==> config.mk <==
export PLATFORM = sky130hd
export DESIGN_NAME = tdp_tx_path
export DESIGN_NICKNAME = d
export VERILOG_FILES = /design/src/hw/tdp_pkg.sv /design/src/hw/tdp_tx_path.sv
export SDC_FILE = /design/constraint.sdc
export NUM_CORES = 1
export LEC_CHECK = 0
export BUFFER_PORTS_ARGS = -buffer_cell sky130_fd_sc_hd__buf_4
export CAP_MARGIN = 10
export CORE_MARGIN = 2
export CORE_UTILIZATION = 45
export CTS_BUF_LIST = sky130_fd_sc_hd__clkbuf_2 sky130_fd_sc_hd__clkbuf_4 sky130_fd_sc_hd__clkbuf_8
export DETAILED_ROUTE_END_ITERATION = 6
export GPL_TIMING_DRIVEN = 0
export PLACE_DENSITY_LB_ADDON = 0.15
export REMOVE_ABC_BUFFERS = 1
export SLEW_MARGIN = 20
export SYNTH_ARGS = -nofsm -noshare
export SYNTH_HDL_FRONTEND = slang
export SYNTH_SLANG_ARGS = --single-unit
==> constraint.sdc <==
create_clock -name mclk_i -period 3.55 [get_ports mclk_i]
set_input_delay 0 -clock mclk_i [delete_from_list [all_inputs] [get_ports mclk_i]]
set_output_delay 0 -clock mclk_i [all_outputs]
set_load 0.005 [all_outputs]
==> src/hw/tdp_pkg.sv <==
// constants and state layout for the t1/e1 transmit digital path
package tdp_pkg;
    // ********************************
    // timing
    // ********************************
    localparam int MCLK_KHZ = 40000;
    localparam int T1_RATE_KBPS = 1544;
    localparam int E1_RATE_KBPS = 2048;
    localparam int LOSS_PERIODS = 2;
    localparam logic [5:0] LOSS_T1_CYC =
        6'((LOSS_PERIODS * MCLK_KHZ + T1_RATE_KBPS - 1) / T1_RATE_KBPS);
    localparam logic [5:0] LOSS_E1_CYC =
        6'((LOSS_PERIODS * MCLK_KHZ + E1_RATE_KBPS - 1) / E1_RATE_KBPS);
    // last zero of a run that triggers substitution
    localparam logic [2:0] T1_RUN_LAST = 3'h7;
    localparam logic [2:0] E1_RUN_LAST = 3'h3;
    // ********************************
    // register indices, byte address = 4 * index
    // ********************************
    localparam logic [7:0] IDX_GLOBAL = 8'h01;
    localparam logic [7:0] IDX_SMOOTH = 8'h10;
    localparam logic [7:0] IDX_RXLINE = 8'h11;
    localparam logic [7:0] IDX_LINEUNIT = 8'h13;
    localparam logic [7:0] IDX_STATUS = 8'h14;
    // ********************************
    // field positions
    // ********************************
    localparam int B_TXDIR = 0;
    localparam int B_E1 = 1;
    localparam int B_SM_EN = 0;
    localparam int B_SM_DIR = 1;
    localparam int B_SINGLE = 0;
    localparam int B_ZS = 1;
    localparam int B_MAN = 0;
    localparam int B_AUTO = 1;
    localparam int B_ALTSEL = 2;
    localparam int B_PINEN = 3;
    localparam int B_RLL = 4;
    localparam int B_LDL = 5;
    localparam int B_ST_LOST = 0;
    localparam int B_ST_ALARM = 1;
    localparam int B_ST_ALT = 2;
    // ********************************
    // synchroniser lanes
    // ********************************
    localparam int SY_TXCLK = 0;
    localparam int SY_CLOCK_RATE_ADAPTER = 1;
    localparam int SY_ALT1 = 2;
    localparam int SY_ALTE = 3;
    localparam int SY_RXCLK = 4;
    localparam int SY_SMCLK = 5;
    localparam int SY_POS = 6;
    localparam int SY_NEG = 7;
    localparam int SY_RXP = 8;
    localparam int SY_RXN = 9;
    localparam int SY_SMP = 10;
    localparam int SY_SMN = 11;
    localparam int SY_HOST = 12;
    localparam int SY_SINGLE = 13;
    localparam int SY_ZS = 14;
    localparam int SY_SMSEL = 15;
    localparam int SY_SMDIR = 18;
    localparam int SY_ALARM_N = 19;
    localparam int SY_E1 = 20;
    localparam int SYNC_W = 21;
    // ********************************
    // state
    // ********************************
    typedef struct packed {
        logic [SYNC_W-1:0] sy1;
        logic [SYNC_W-1:0] sy2;
        logic [5:0] clk_prev;
        logic glob_dir;
        logic glob_e1;
        logic sm_en;
        logic sm_dir;
        logic single_r;
        logic zs_r;
        logic man_r;
        logic auto_r;
        logic altsel_r;
        logic pinen_r;
        logic rll_r;
        logic ldl_r;
        logic [7:0][1:0] win;
        logic [2:0] zcnt;
        logic last_pos;
        logic par;
        logic [5:0] mon_cnt;
        logic lost;
        logic ais_pos;
        logic tip;
        logic ring;
        logic line_stb;
        logic enc_pos;
        logic enc_neg;
        logic enc_stb;
        logic [31:0] prdata;
        logic slverr;
    } tdp_state_type;
    localparam tdp_state_type STATE_RST = '0;
endpackage

==> src/hw/tdp_tx_path.sv <==
// transmit digital path of one line channel with apb registers
//
// Decided for this implementation: the register addresses and register access over APB.
`timescale 1ns/1ps
`default_nettype none
module tdp_tx_path #(
    parameter int ADDR_W = 12
) (
    // clock and reset
    input wire logic mclk_i,
    input wire logic arst_n_i,
    // apb slave
    input wire logic psel_i,
    input wire logic penable_i,
    input wire logic pwrite_i,
    input wire logic [ADDR_W-1:0] paddr_i,
    input wire logic [31:0] pwdata_i,
    output logic [31:0] prdata_o,
    output logic pready_o,
    output logic pslverr_o,
    // framer side
    input wire logic tx_line_clock_i,
    output logic tx_line_clock_o,
    output logic tx_line_clock_oe_o,
    input wire logic tx_positive_rail_in_i,
    input wire logic tx_negative_rail_in_i,
    input wire logic rate_adapter_clock_i,
    // alarm
    input wire logic alt_clock_t1_in_i,
    input wire logic alt_clock_e1_in_i,
    input wire logic manual_alarm_request_n_i,
    // hardware mode pins
    input wire logic host_mode_i,
    input wire logic hw_single_rail_i,
    input wire logic hw_zero_suppress_i,
    input wire logic [2:0] smoother_select_pins_i,
    input wire logic hw_smoother_direction_i,
    input wire logic hw_e1_mode_i,
    // receiver for remote loopback
    input wire logic rx_clock_i,
    input wire logic rx_pos_i,
    input wire logic rx_neg_i,
    // jitter smoother
    input wire logic smoothed_clock_i,
    input wire logic smoothed_pos_i,
    input wire logic smoothed_neg_i,
    output logic enc_pos_o,
    output logic enc_neg_o,
    output logic enc_strobe_o,
    // toward the pulse shaper
    output logic line_out_tip_o,
    output logic line_out_ring_o,
    output logic line_strobe_o,
    // status
    output logic smoother_tx_path_o,
    output logic smoother_rx_path_o,
    output logic zero_suppress_active_o,
    output logic local_digital_loopback_o,
    output logic tx_clock_lost_o,
    output logic alarm_active_o
);
    import tdp_pkg::*;

    if (ADDR_W < 10) begin : g_chk
        $error("ADDR_W must be at least 10");
    end

    tdp_state_type r;
    tdp_state_type n;
    logic [SYNC_W-1:0] sync_in;
    logic [5:0] falls;
    logic host, single, dual, zs_act, sm_en, sm_dir, sm_tx, sm_rx, e1;
    logic drive_clk, pin_alarm, remote_line_loopback, manual, alarm, use_alt;
    logic tx_lvl, tx_fall, tx_any, alt_fall, a_edge, b_edge;
    logic d_pos, d_neg;
    logic [1:0] b_data;
    logic [5:0] loss_lim;
    logic [2:0] run_last;
    logic [7:0] idx;
    logic hit;

    // ********************************
    // input synchronisers
    // ********************************
    assign sync_in = {hw_e1_mode_i, manual_alarm_request_n_i,
        hw_smoother_direction_i, smoother_select_pins_i, hw_zero_suppress_i,
        hw_single_rail_i, host_mode_i, smoothed_neg_i, smoothed_pos_i,
        rx_neg_i, rx_pos_i, tx_negative_rail_in_i, tx_positive_rail_in_i,
        smoothed_clock_i, rx_clock_i, alt_clock_e1_in_i, alt_clock_t1_in_i,
        rate_adapter_clock_i, tx_line_clock_i};
    assign falls = r.clk_prev & ~r.sy2[5:0];

    // ********************************
    // mode decode
    // ********************************
    assign host = r.sy2[SY_HOST];
    assign single = host ? r.single_r : r.sy2[SY_SINGLE];
    assign remote_line_loopback = host & r.rll_r;
    assign dual = ~single | remote_line_loopback;
    assign zs_act = single & (host ? r.zs_r : r.sy2[SY_ZS]);
    assign sm_en = host ? r.sm_en : |r.sy2[SY_SMSEL+:3];
    assign sm_dir = host ? r.sm_dir : r.sy2[SY_SMDIR];
    assign sm_tx = sm_en & ~sm_dir;
    assign sm_rx = sm_en & sm_dir;
    assign e1 = host ? r.glob_e1 : r.sy2[SY_E1];
    assign drive_clk = host & r.glob_dir;
    assign pin_alarm = ~r.sy2[SY_ALARM_N];
    assign manual = (host & ~r.pinen_r) ? r.man_r : pin_alarm;
    assign alarm = manual | (host & r.auto_r & r.lost);
    assign use_alt = host ? r.altsel_r : r.lost;
    assign loss_lim = e1 ? LOSS_E1_CYC : LOSS_T1_CYC;
    assign run_last = e1 ? E1_RUN_LAST : T1_RUN_LAST;

    // ********************************
    // clock edges
    // ********************************
    assign tx_lvl = drive_clk ? r.sy2[SY_CLOCK_RATE_ADAPTER] : r.sy2[SY_TXCLK];
    assign tx_fall = drive_clk ? falls[SY_CLOCK_RATE_ADAPTER] : falls[SY_TXCLK];
    assign tx_any = drive_clk ? (r.clk_prev[SY_CLOCK_RATE_ADAPTER] ^ tx_lvl)
                              : (r.clk_prev[SY_TXCLK] ^ tx_lvl);
    assign alt_fall = e1 ? falls[SY_ALTE] : falls[SY_ALT1];
    assign a_edge = remote_line_loopback ? (sm_rx ? falls[SY_SMCLK] : falls[SY_RXCLK]) : tx_fall;
    always_comb begin
        if (remote_line_loopback) begin
            b_edge = sm_tx ? falls[SY_SMCLK] : a_edge;
        end else if (alarm && use_alt) begin
            b_edge = alt_fall;
        end else begin
            b_edge = sm_tx ? falls[SY_SMCLK] : tx_fall;
        end
    end
    assign d_pos = remote_line_loopback ? r.sy2[SY_RXP] : r.sy2[SY_POS];
    assign d_neg = remote_line_loopback ? r.sy2[SY_RXN] : r.sy2[SY_NEG];
    assign b_data = sm_tx ? {r.sy2[SY_SMP], r.sy2[SY_SMN]} : r.win[7];

    // ********************************
    // apb decode
    // ********************************
    assign idx = paddr_i[9:2];
    always_comb begin
        hit = (paddr_i[ADDR_W-1:10] == '0);
        case (idx)
            IDX_GLOBAL, IDX_SMOOTH, IDX_RXLINE, IDX_LINEUNIT, IDX_STATUS: begin
            end
            default: begin
                hit = 1'b0;
            end
        endcase
    end

    // ********************************
    // next state
    // ********************************
    always_comb begin
        logic vp;
        vp = 1'b0;
        n = r;
        n.sy1 = sync_in;
        n.sy2 = r.sy1;
        n.clk_prev = r.sy2[5:0];
        n.line_stb = 1'b0;
        n.enc_stb = 1'b0;
        // register access
        if (psel_i && !penable_i) begin
            n.prdata = '0;
            n.slverr = ~hit;
            case (idx)
                IDX_GLOBAL: begin
                    n.prdata[B_TXDIR] = r.glob_dir;
                    n.prdata[B_E1] = r.glob_e1;
                end
                IDX_SMOOTH: begin
                    n.prdata[B_SM_EN] = r.sm_en;
                    n.prdata[B_SM_DIR] = r.sm_dir;
                end
                IDX_RXLINE: begin
                    n.prdata[B_SINGLE] = r.single_r;
                    n.prdata[B_ZS] = r.zs_r;
                end
                IDX_LINEUNIT: begin
                    n.prdata[B_MAN] = r.man_r;
                    n.prdata[B_AUTO] = r.auto_r;
                    n.prdata[B_ALTSEL] = r.altsel_r;
                    n.prdata[B_PINEN] = r.pinen_r;
                    n.prdata[B_RLL] = r.rll_r;
                    n.prdata[B_LDL] = r.ldl_r;
                end
                IDX_STATUS: begin
                    n.prdata[B_ST_LOST] = r.lost;
                    n.prdata[B_ST_ALARM] = alarm;
                    n.prdata[B_ST_ALT] = use_alt;
                end
                default: begin
                end
            endcase
        end
        if (psel_i && penable_i && pwrite_i && hit) begin
            case (idx)
                IDX_GLOBAL: begin
                    n.glob_dir = pwdata_i[B_TXDIR];
                    n.glob_e1 = pwdata_i[B_E1];
                end
                IDX_SMOOTH: begin
                    n.sm_en = pwdata_i[B_SM_EN];
                    n.sm_dir = pwdata_i[B_SM_DIR];
                end
                IDX_RXLINE: begin
                    n.single_r = pwdata_i[B_SINGLE];
                    n.zs_r = pwdata_i[B_ZS];
                end
                IDX_LINEUNIT: begin
                    n.man_r = pwdata_i[B_MAN];
                    n.auto_r = pwdata_i[B_AUTO];
                    n.altsel_r = pwdata_i[B_ALTSEL];
                    n.pinen_r = pwdata_i[B_PINEN];
                    n.rll_r = pwdata_i[B_RLL];
                    n.ldl_r = pwdata_i[B_LDL];
                end
                default: begin
                end
            endcase
        end
        // transmit clock monitor
        if (tx_any) begin
            n.mon_cnt = '0;
            n.lost = 1'b0;
        end else if (r.mon_cnt >= loss_lim) begin
            n.lost = 1'b1;
        end else begin
            n.mon_cnt = r.mon_cnt + 6'h01;
        end
        // capture and line coding, eight-bit look-ahead window
        if (a_edge) begin
            n.win = {r.win[6:0], 2'b00};
            n.enc_stb = 1'b1;
            n.enc_pos = r.win[7][1];
            n.enc_neg = r.win[7][0];
            if (dual) begin
                n.win[0] = {d_pos, d_neg};
                n.zcnt = '0;
            end else if (d_pos) begin
                n.win[0] = {~r.last_pos, r.last_pos};
                n.last_pos = ~r.last_pos;
                n.par = ~r.par;
                n.zcnt = '0;
            end else if (zs_act && r.zcnt == run_last) begin
                n.zcnt = '0;
                if (!e1) begin
                    n.win[0] = {r.last_pos, ~r.last_pos};
                    n.win[1] = {~r.last_pos, r.last_pos};
                    n.win[3] = {~r.last_pos, r.last_pos};
                    n.win[4] = {r.last_pos, ~r.last_pos};
                end else begin
                    vp = r.par ? r.last_pos : ~r.last_pos;
                    n.win[0] = {vp, ~vp};
                    n.win[3] = r.par ? 2'b00 : {vp, ~vp};
                    n.last_pos = vp;
                    n.par = 1'b0;
                end
            end else begin
                n.zcnt = r.zcnt + 3'h1;
            end
        end
        // alarm generator and line output
        if (b_edge) begin
            n.line_stb = 1'b1;
            if (alarm) begin
                n.ais_pos = ~r.ais_pos;
                n.tip = ~r.ais_pos;
                n.ring = r.ais_pos;
            end else begin
                n.tip = b_data[1];
                n.ring = b_data[0];
            end
        end
    end

    always_ff @(posedge mclk_i or negedge arst_n_i) begin
        if (!arst_n_i) begin
            r <= STATE_RST;
        end else begin
            r <= n;
        end
    end

    // ********************************
    // outputs
    // ********************************
    assign prdata_o = r.prdata;
    assign pready_o = 1'b1;
    assign pslverr_o = psel_i & penable_i & r.slverr;
    assign tx_line_clock_o = r.sy2[SY_CLOCK_RATE_ADAPTER];
    assign tx_line_clock_oe_o = drive_clk;
    assign enc_pos_o = r.enc_pos;
    assign enc_neg_o = r.enc_neg;
    assign enc_strobe_o = r.enc_stb;
    assign line_out_tip_o = r.tip;
    assign line_out_ring_o = r.ring;
    assign line_strobe_o = r.line_stb;
    assign smoother_tx_path_o = sm_tx;
    assign smoother_rx_path_o = sm_rx;
    assign zero_suppress_active_o = zs_act;
    assign local_digital_loopback_o = host & r.ldl_r;
    assign tx_clock_lost_o = r.lost;
    assign alarm_active_o = alarm;
endmodule
`default_nettype wire

== Word-level counts from Yosys, hierarchy flattened ==
Cells that the tools add are included.

* Memory bits (writable): 0
* Register bits after elaboration: 102
* Memory bits (read-only): 0
* Latch bits: 0
* Memories: 0
* Logic and storage cells: 142
* Output and inout bits: 48

* $add $sub $neg: 2
* Divide/modulo/power cells: 0
* Multipliers: 0
* Muxes and demuxes: 49
* Shift-type cells: 0
* Magnitude comparators: 1
* Bitwise logic cells: 27
* Equality and inequality tests: 7
* Reduce and logical (&&, ||, !) cells: 19

{| class="wikitable"
|+ Operators with widths
! cell !! number
|-
| $eq A8 B5 Y1 const B || 4
|-
| $mux W1 || 24
|-
| $mux W2 || 11
|-
| $mux W4 || 4
|-
| $mux W7 || 2
|-
| $and A1 B1 Y1 || 11
|-
| $mux W5 || 2
|-
| $not A1 Y1 || 10
|-
| $pmux W2 S5 || 1
|-
| $reduce_and A2 Y1 || 5
|-
| $mux W3 || 3
|-
| $eq A8 B1 Y1 const B || 1
|-
| $add A6 B1 Y6 const B || 1
|-
| $and A6 B6 Y6 || 1
|-
| $ge A6 B6 Y1 || 1
|-
| $logic_and A1 B1 Y1 || 6
|-
| $mux W6 || 1
|-
| $not A6 Y6 || 1
|-
| $reduce_bool A2 Y1 || 3
|-
| $reduce_or A5 Y1 || 1
|-
| $reduce_and A4 Y1 || 1
|-
| $add A3 B1 Y3 const B || 1
|-
| $eq A3 B3 Y1 || 1
|-
| $reduce_or A3 Y1 || 1
|-
| other kinds (6) || 8
|}

== Longest topological paths before layout ==
* Depth in word-level cells: 8
* Depth in mapped cells: 10
* Gate-level depth less buffers: 8

== Worst setup path after synthesis ==
No wires, ideal clock.

* Kind: reg-to-reg
* Start: reg r (netlist bit host)
* End: reg r[43] in the netlist's numbering
* Period minus slack after synthesis: 2592 ps
* Slack: 958 ps
* Cell stages (with the launch flop): 11
* Library setup time: 138 ps
* Arrival: 2454 ps
* Buffers on the path: 2
* Required time: 3412 ps
* Cells stage by stage: dfrtp_1 > buf_4 > mux2i_1 > buf_2 > ha_1 > a21bo_2 > a21o_1 > a21o_1 > a21boi_0 > xnor2_1 > nor2_1

* Cells in the longest elaborated chain, start to end: 5
* Elaborated cells on any way between the ends: 10
* Those cells by class: order compare: 1; eq/ne: 1; mux: 5; bitwise: 3

{| class="wikitable"
|+ Ends and longest elaborated chain
! item !! RTL line !! RTL
|-
| start: declaration || tdp_tx_path.sv:68 || <nowiki>tdp_state_type r;</nowiki>
|-
| start signal: assignment || tdp_tx_path.sv:282 || <nowiki>r <= n;</nowiki>
|-
| parallel branches: the longest is 5 deep, another holds $ge A6 B6 Y1 || n/a ||
|}

Several ways; the timed one is not identified.
A chain may end at the register's enable or synchronous reset.

== Worst setup path in the final report ==
Same ends and word-level chain as after synthesis.

==> Implementation_results.wiki <==
{| class="wikitable"
! Metric !! Value
|-
| Run status || complete, no violations
|-
| Startpoint kind of the worst setup timing path || flop
|-
| Quantity of gates resized following cts || 0
|-
| Critical-path cell list || mux2i_2 -> ha_1 -> a21bo_2 -> a21o_1 -> a21o_1 -> a21boi_0 -> xnor2_1 -> nor2_1
|-
| Reported leakage power || 0.00257 µW
|-
| Setup slack, reg-to-reg || 0.39 ns
|-
| Number of cells traversed by the worst register-to-register path || 8
|-
| Final Routed Wirelength || 8050 µm
|-
| Number of sinks driven by the clock tree || 102
|-
| Worst hold endpoint || r[77]
|-
| Routed length per placed instance || 13.3 µm
|-
| Number of maximum-capacitance violations || 0
|-
| Global routing's busiest layer || met2
|-
| Power Dens Cells || 449 nW/µm²
|-
| GR Overflow Total || 0
|-
| Internal power || 1800 µW
|-
| Placed wire-length estimate after detailed placement || 5510 µm
|-
| Hold path startpoint || paddr_i[4]
|-
| Number of cells on the worst hold path || 4
|-
| Number of detailed-routing iterations run before antenna repair || 4
|-
| Residual DRC || 0
|-
| Die width || 103 µm
|-
| Pin count of the biggest net entering global routing || 103
|-
| Post-route standard cell area excluding fillers || 5410 µm²
|-
| Via/cell ratio || 4.80
|-
| Post-synthesis instance area || 4450 µm²
|-
| FMAX || 0.317 GHz
|-
| Worst setup EP type || flop
|-
| Yosys warning count || 0
|-
| Sequential group share of total power || 55.5%
|-
| Met2 Resource Use GR || 27.1%
|-
| TritonCTS clock tree || yes
|-
| Total CTS buffers || 9
|-
| Worst Clk Skew || 0.0133 ns
|-
| Antenna diode count || 0
|-
| Combinational share of power || 14.0%
|-
| Number of buffers inserted to repair setup after CTS || 0
|-
| Final net count || 546
|-
| Post-route minimum period || 3.16 ns
|-
| Post-layout utilization of the core || 55.9%
|-
| Share of cells above drive strength 1 || 23.0%
|-
| Synthesized netlist cell count || 382
|-
| Worst path slowest cell || sky130_fd_sc_hd__mux2i_2
|-
| Placed inst area || 4900 µm²
|-
| Number of hold violations in the final report || 0
|-
| Commonest cells after routing, fill and taps aside || 102 x sky130_fd_sc_hd__dfrtp_1, 61 x sky130_fd_sc_hd__buf_4, 31 x sky130_fd_sc_hd__dlygate4sd3_1
|-
| Top FF cell, synth || sky130_fd_sc_hd__dfrtp_1
|-
| Remaining antenna violation count || 0
|-
| Final setup violation count || 0
|-
| Wire length of the first global-routing pass || 13500 µm
|-
| Initial Utilization || 46.0%
|-
| Clk buf depth || 2
|-
| Row Count || 36
|-
| Source-to-sink clock delay at the later pin of the worst-skew pair || 0.36 ns
|-
| Setup TNS after final layout || 0 ns
|-
| Type of the worst setup path || reg2reg
|-
| Gp weighted congestion || 0.779
|-
| RSZ-0062 raised after global routing || no
|-
| Power dissipated by switching net loads || 629 µW
|-
| Detailed router's first-iteration violation count || 133
|-
| Endpoint arrival time on the critical path || 3.39 ns
|-
| Most common cell after layout, fill and taps aside || sky130_fd_sc_hd__dfrtp_1
|-
| Largest vdd supply drop || 278 µV
|-
| Async set-reset flop share out of synthesis || 100%
|-
| Worst reg2reg startpoint || host
|-
| Worst relative slew slack || 39.1%
|-
| Sw frac || 25.9%
|-
| Number of slew-limit violations in the final report || 0
|-
| Highest cell delay on the worst timing path || 0.81 ns
|-
| Post-synthesis to final-layout area growth || 21.4%
|-
| Overall die area || 10700 µm²
|-
| Gr usage total || 16.4%
|-
| Clock edge transition at the registers on the reported setup and hold paths || 0.10 ns
|-
| Highest fanout seen on the critical path || 17
|-
| Count of flip-flops with a built-in enable after synthesis || 0
|-
| Required arrival time at the worst endpoint || 3.78 ns
|-
| Met3 usage in global routing || 3.90%
|-
| Count of buffer and inverter cells on the critical path || 0
|-
| Number of different library cells in the post-synthesis netlist || 55
|-
| R2R Path End || r[43]
|-
| Number of ports placed on the die boundary || 118
|-
| Per-instance average area after synthesis || 11.7 µm²
|-
| Flip-flop and latch count after synthesis || 102
|-
| Period utilisation layout || 88.9%
|-
| H-tree depth reported by CTS || 3
|-
| Met1 Resource Use GR || 21.5%
|-
| Path type of the worst min-delay path || in2reg
|-
| Share of the yosys chip area belonging to registers || 57.3%
|-
| Area of the core || 9680 µm²
|-
| # port buffers || 62
|-
| CP most frequent cell || sky130_fd_sc_hd__a21o_1
|-
| Number of antenna violations at the first check in global routing || 0
|-
| Cts hold-fix bufs || 31
|-
| Fraction of power consumed by the clock network || 30.5%
|-
| Y dimension of the die || 103 µm
|-
| Transition time of the tightest slew-check pin || 0.913 ns
|-
| Via count of the first global-routing pass || 2874
|-
| Family with the most delay on the worst path || compound AO/OA/AOI/OAI gates
|-
| Clock root cell || sky130_fd_sc_hd__clkbuf_8
|-
| Overall via count from detail_route || 2909
|}
-- per-layer routing --
layer | share of wire [%] | routed length, µm | vias to the layer above
li1 | - | - | 1428
met1 | 47 | 3760 | 1400
met2 | 49 | 3900 | 77
met3 | 4.1 | 326 | 4
met4 | 0.68 | 55 | 0
met5 | 0 | 0 | -
-- worst register-to-register path, cell delays in order (launching register included) --
cell	delay [ns]
sky130_fd_sc_hd__dfrtp_1	0.79
sky130_fd_sc_hd__mux2i_2	0.81
sky130_fd_sc_hd__ha_1	0.38
sky130_fd_sc_hd__a21bo_2	0.22
sky130_fd_sc_hd__a21o_1	0.17
sky130_fd_sc_hd__a21o_1	0.23
sky130_fd_sc_hd__a21boi_0	0.23
sky130_fd_sc_hd__xnor2_1	0.15
sky130_fd_sc_hd__nor2_1	0.06
-- kinds of logic after synthesis --
logic type | count (synthesis) | share of synthesized area, %
compound gates | 70 | 10.4
simple gates | 93 | 10.8
buf+inv | 61 | 8.17
other cells | 2 | 0.169
xor+xnor | 7 | 1.38
flops | 102 | 57.3
fa+ha+maj | 8 | 2.25
mux | 39 | 9.52
-- synth_stat cells (3+ instances only) --
library cell / instances / share of area, %
sky130_fd_sc_hd__a21oi_1: 19 / 2.1
sky130_fd_sc_hd__inv_2: 4 / 0.34
sky130_fd_sc_hd__xnor2_1: 6 / 1.2
sky130_fd_sc_hd__ha_1: 8 / 2.2
sky130_fd_sc_hd__clkbuf_1: 5 / 0.42
sky130_fd_sc_hd__nand2_1: 27 / 2.3
sky130_fd_sc_hd__nand3_1: 8 / 0.90
sky130_fd_sc_hd__nor3_1: 6 / 0.67
sky130_fd_sc_hd__mux2i_1: 12 / 2.7
sky130_fd_sc_hd__mux2_1: 12 / 3.0
sky130_fd_sc_hd__inv_1: 14 / 1.2
sky130_fd_sc_hd__nor3b_1: 4 / 0.67
sky130_fd_sc_hd__nand2b_1: 7 / 0.98
sky130_fd_sc_hd__dfrtp_1: 102 / 57
sky130_fd_sc_hd__buf_2: 3 / 0.34
sky130_fd_sc_hd__o21a_1: 3 / 0.51
sky130_fd_sc_hd__o21ai_1: 14 / 1.6
sky130_fd_sc_hd__a31oi_1: 3 / 0.42
sky130_fd_sc_hd__mux2_2: 15 / 3.8
sky130_fd_sc_hd__buf_4: 35 / 5.9
sky130_fd_sc_hd__nor2b_1: 6 / 0.84
sky130_fd_sc_hd__o21ai_0: 7 / 0.79
sky130_fd_sc_hd__or3_1: 3 / 0.42
sky130_fd_sc_hd__o22ai_1: 3 / 0.42
sky130_fd_sc_hd__nor2_1: 17 / 1.4
-- worst max path at each step --
stage,start,to,cells after the start,slack (ns)
after global placement,host,r[43],8,0.11
final,host,r[43],8,0.39
after detailed placement,host,r[43],8,0.38
after global routing,host,r[43],8,0.17
after floorplan,host,r[43],8,0.68
after CTS,host,r[43],8,0.36
-- power groups by stage --
stage	clock, µW	combinational (µW)	sequential [µW]
finish	741	339	1350
global route	827	390	1370
CTS	772	346	1350
detailed placement	0	318	1370
global placement	0	307	1370
floorplan	0	177	1350
-- cell type report --
cell class              instances  area [µm²]
clock inverters                 6        68.8
multi-input cells             244        1640
clock buffers                  10         131
inverters                      18        67.6
fillers                       823        4280
flip-flops and latches        102        2550
well taps                     133         166
repair buffers                 93         779
-- registers in the layout, summed over array words and instances (netlist names) --
register,cells
tx_clock_lost_o,1
tx_line_clock_o,1
n,26
enc_pos_o,1
enc_strobe_o,1
line_out_ring_o,1
enc_neg_o,1
line_out_tip_o,1
prdata_o,6
r,61
line_strobe_o,1
host,1
-- per-stage QoR --
stage               power, µW  worst slack, ns  std cells  hold slack (ns)
finish                   2430            0.393        606           0.0259
global route             2580            0.168        606           0.0533
CTS                      2470            0.358        606           0.0129
detailed placement       1690            0.380        559            0.111
global placement         1670            0.111        559            0.109
floorplan                1530            0.680        364           -0.296
Power figures use the tool's default switching activity.
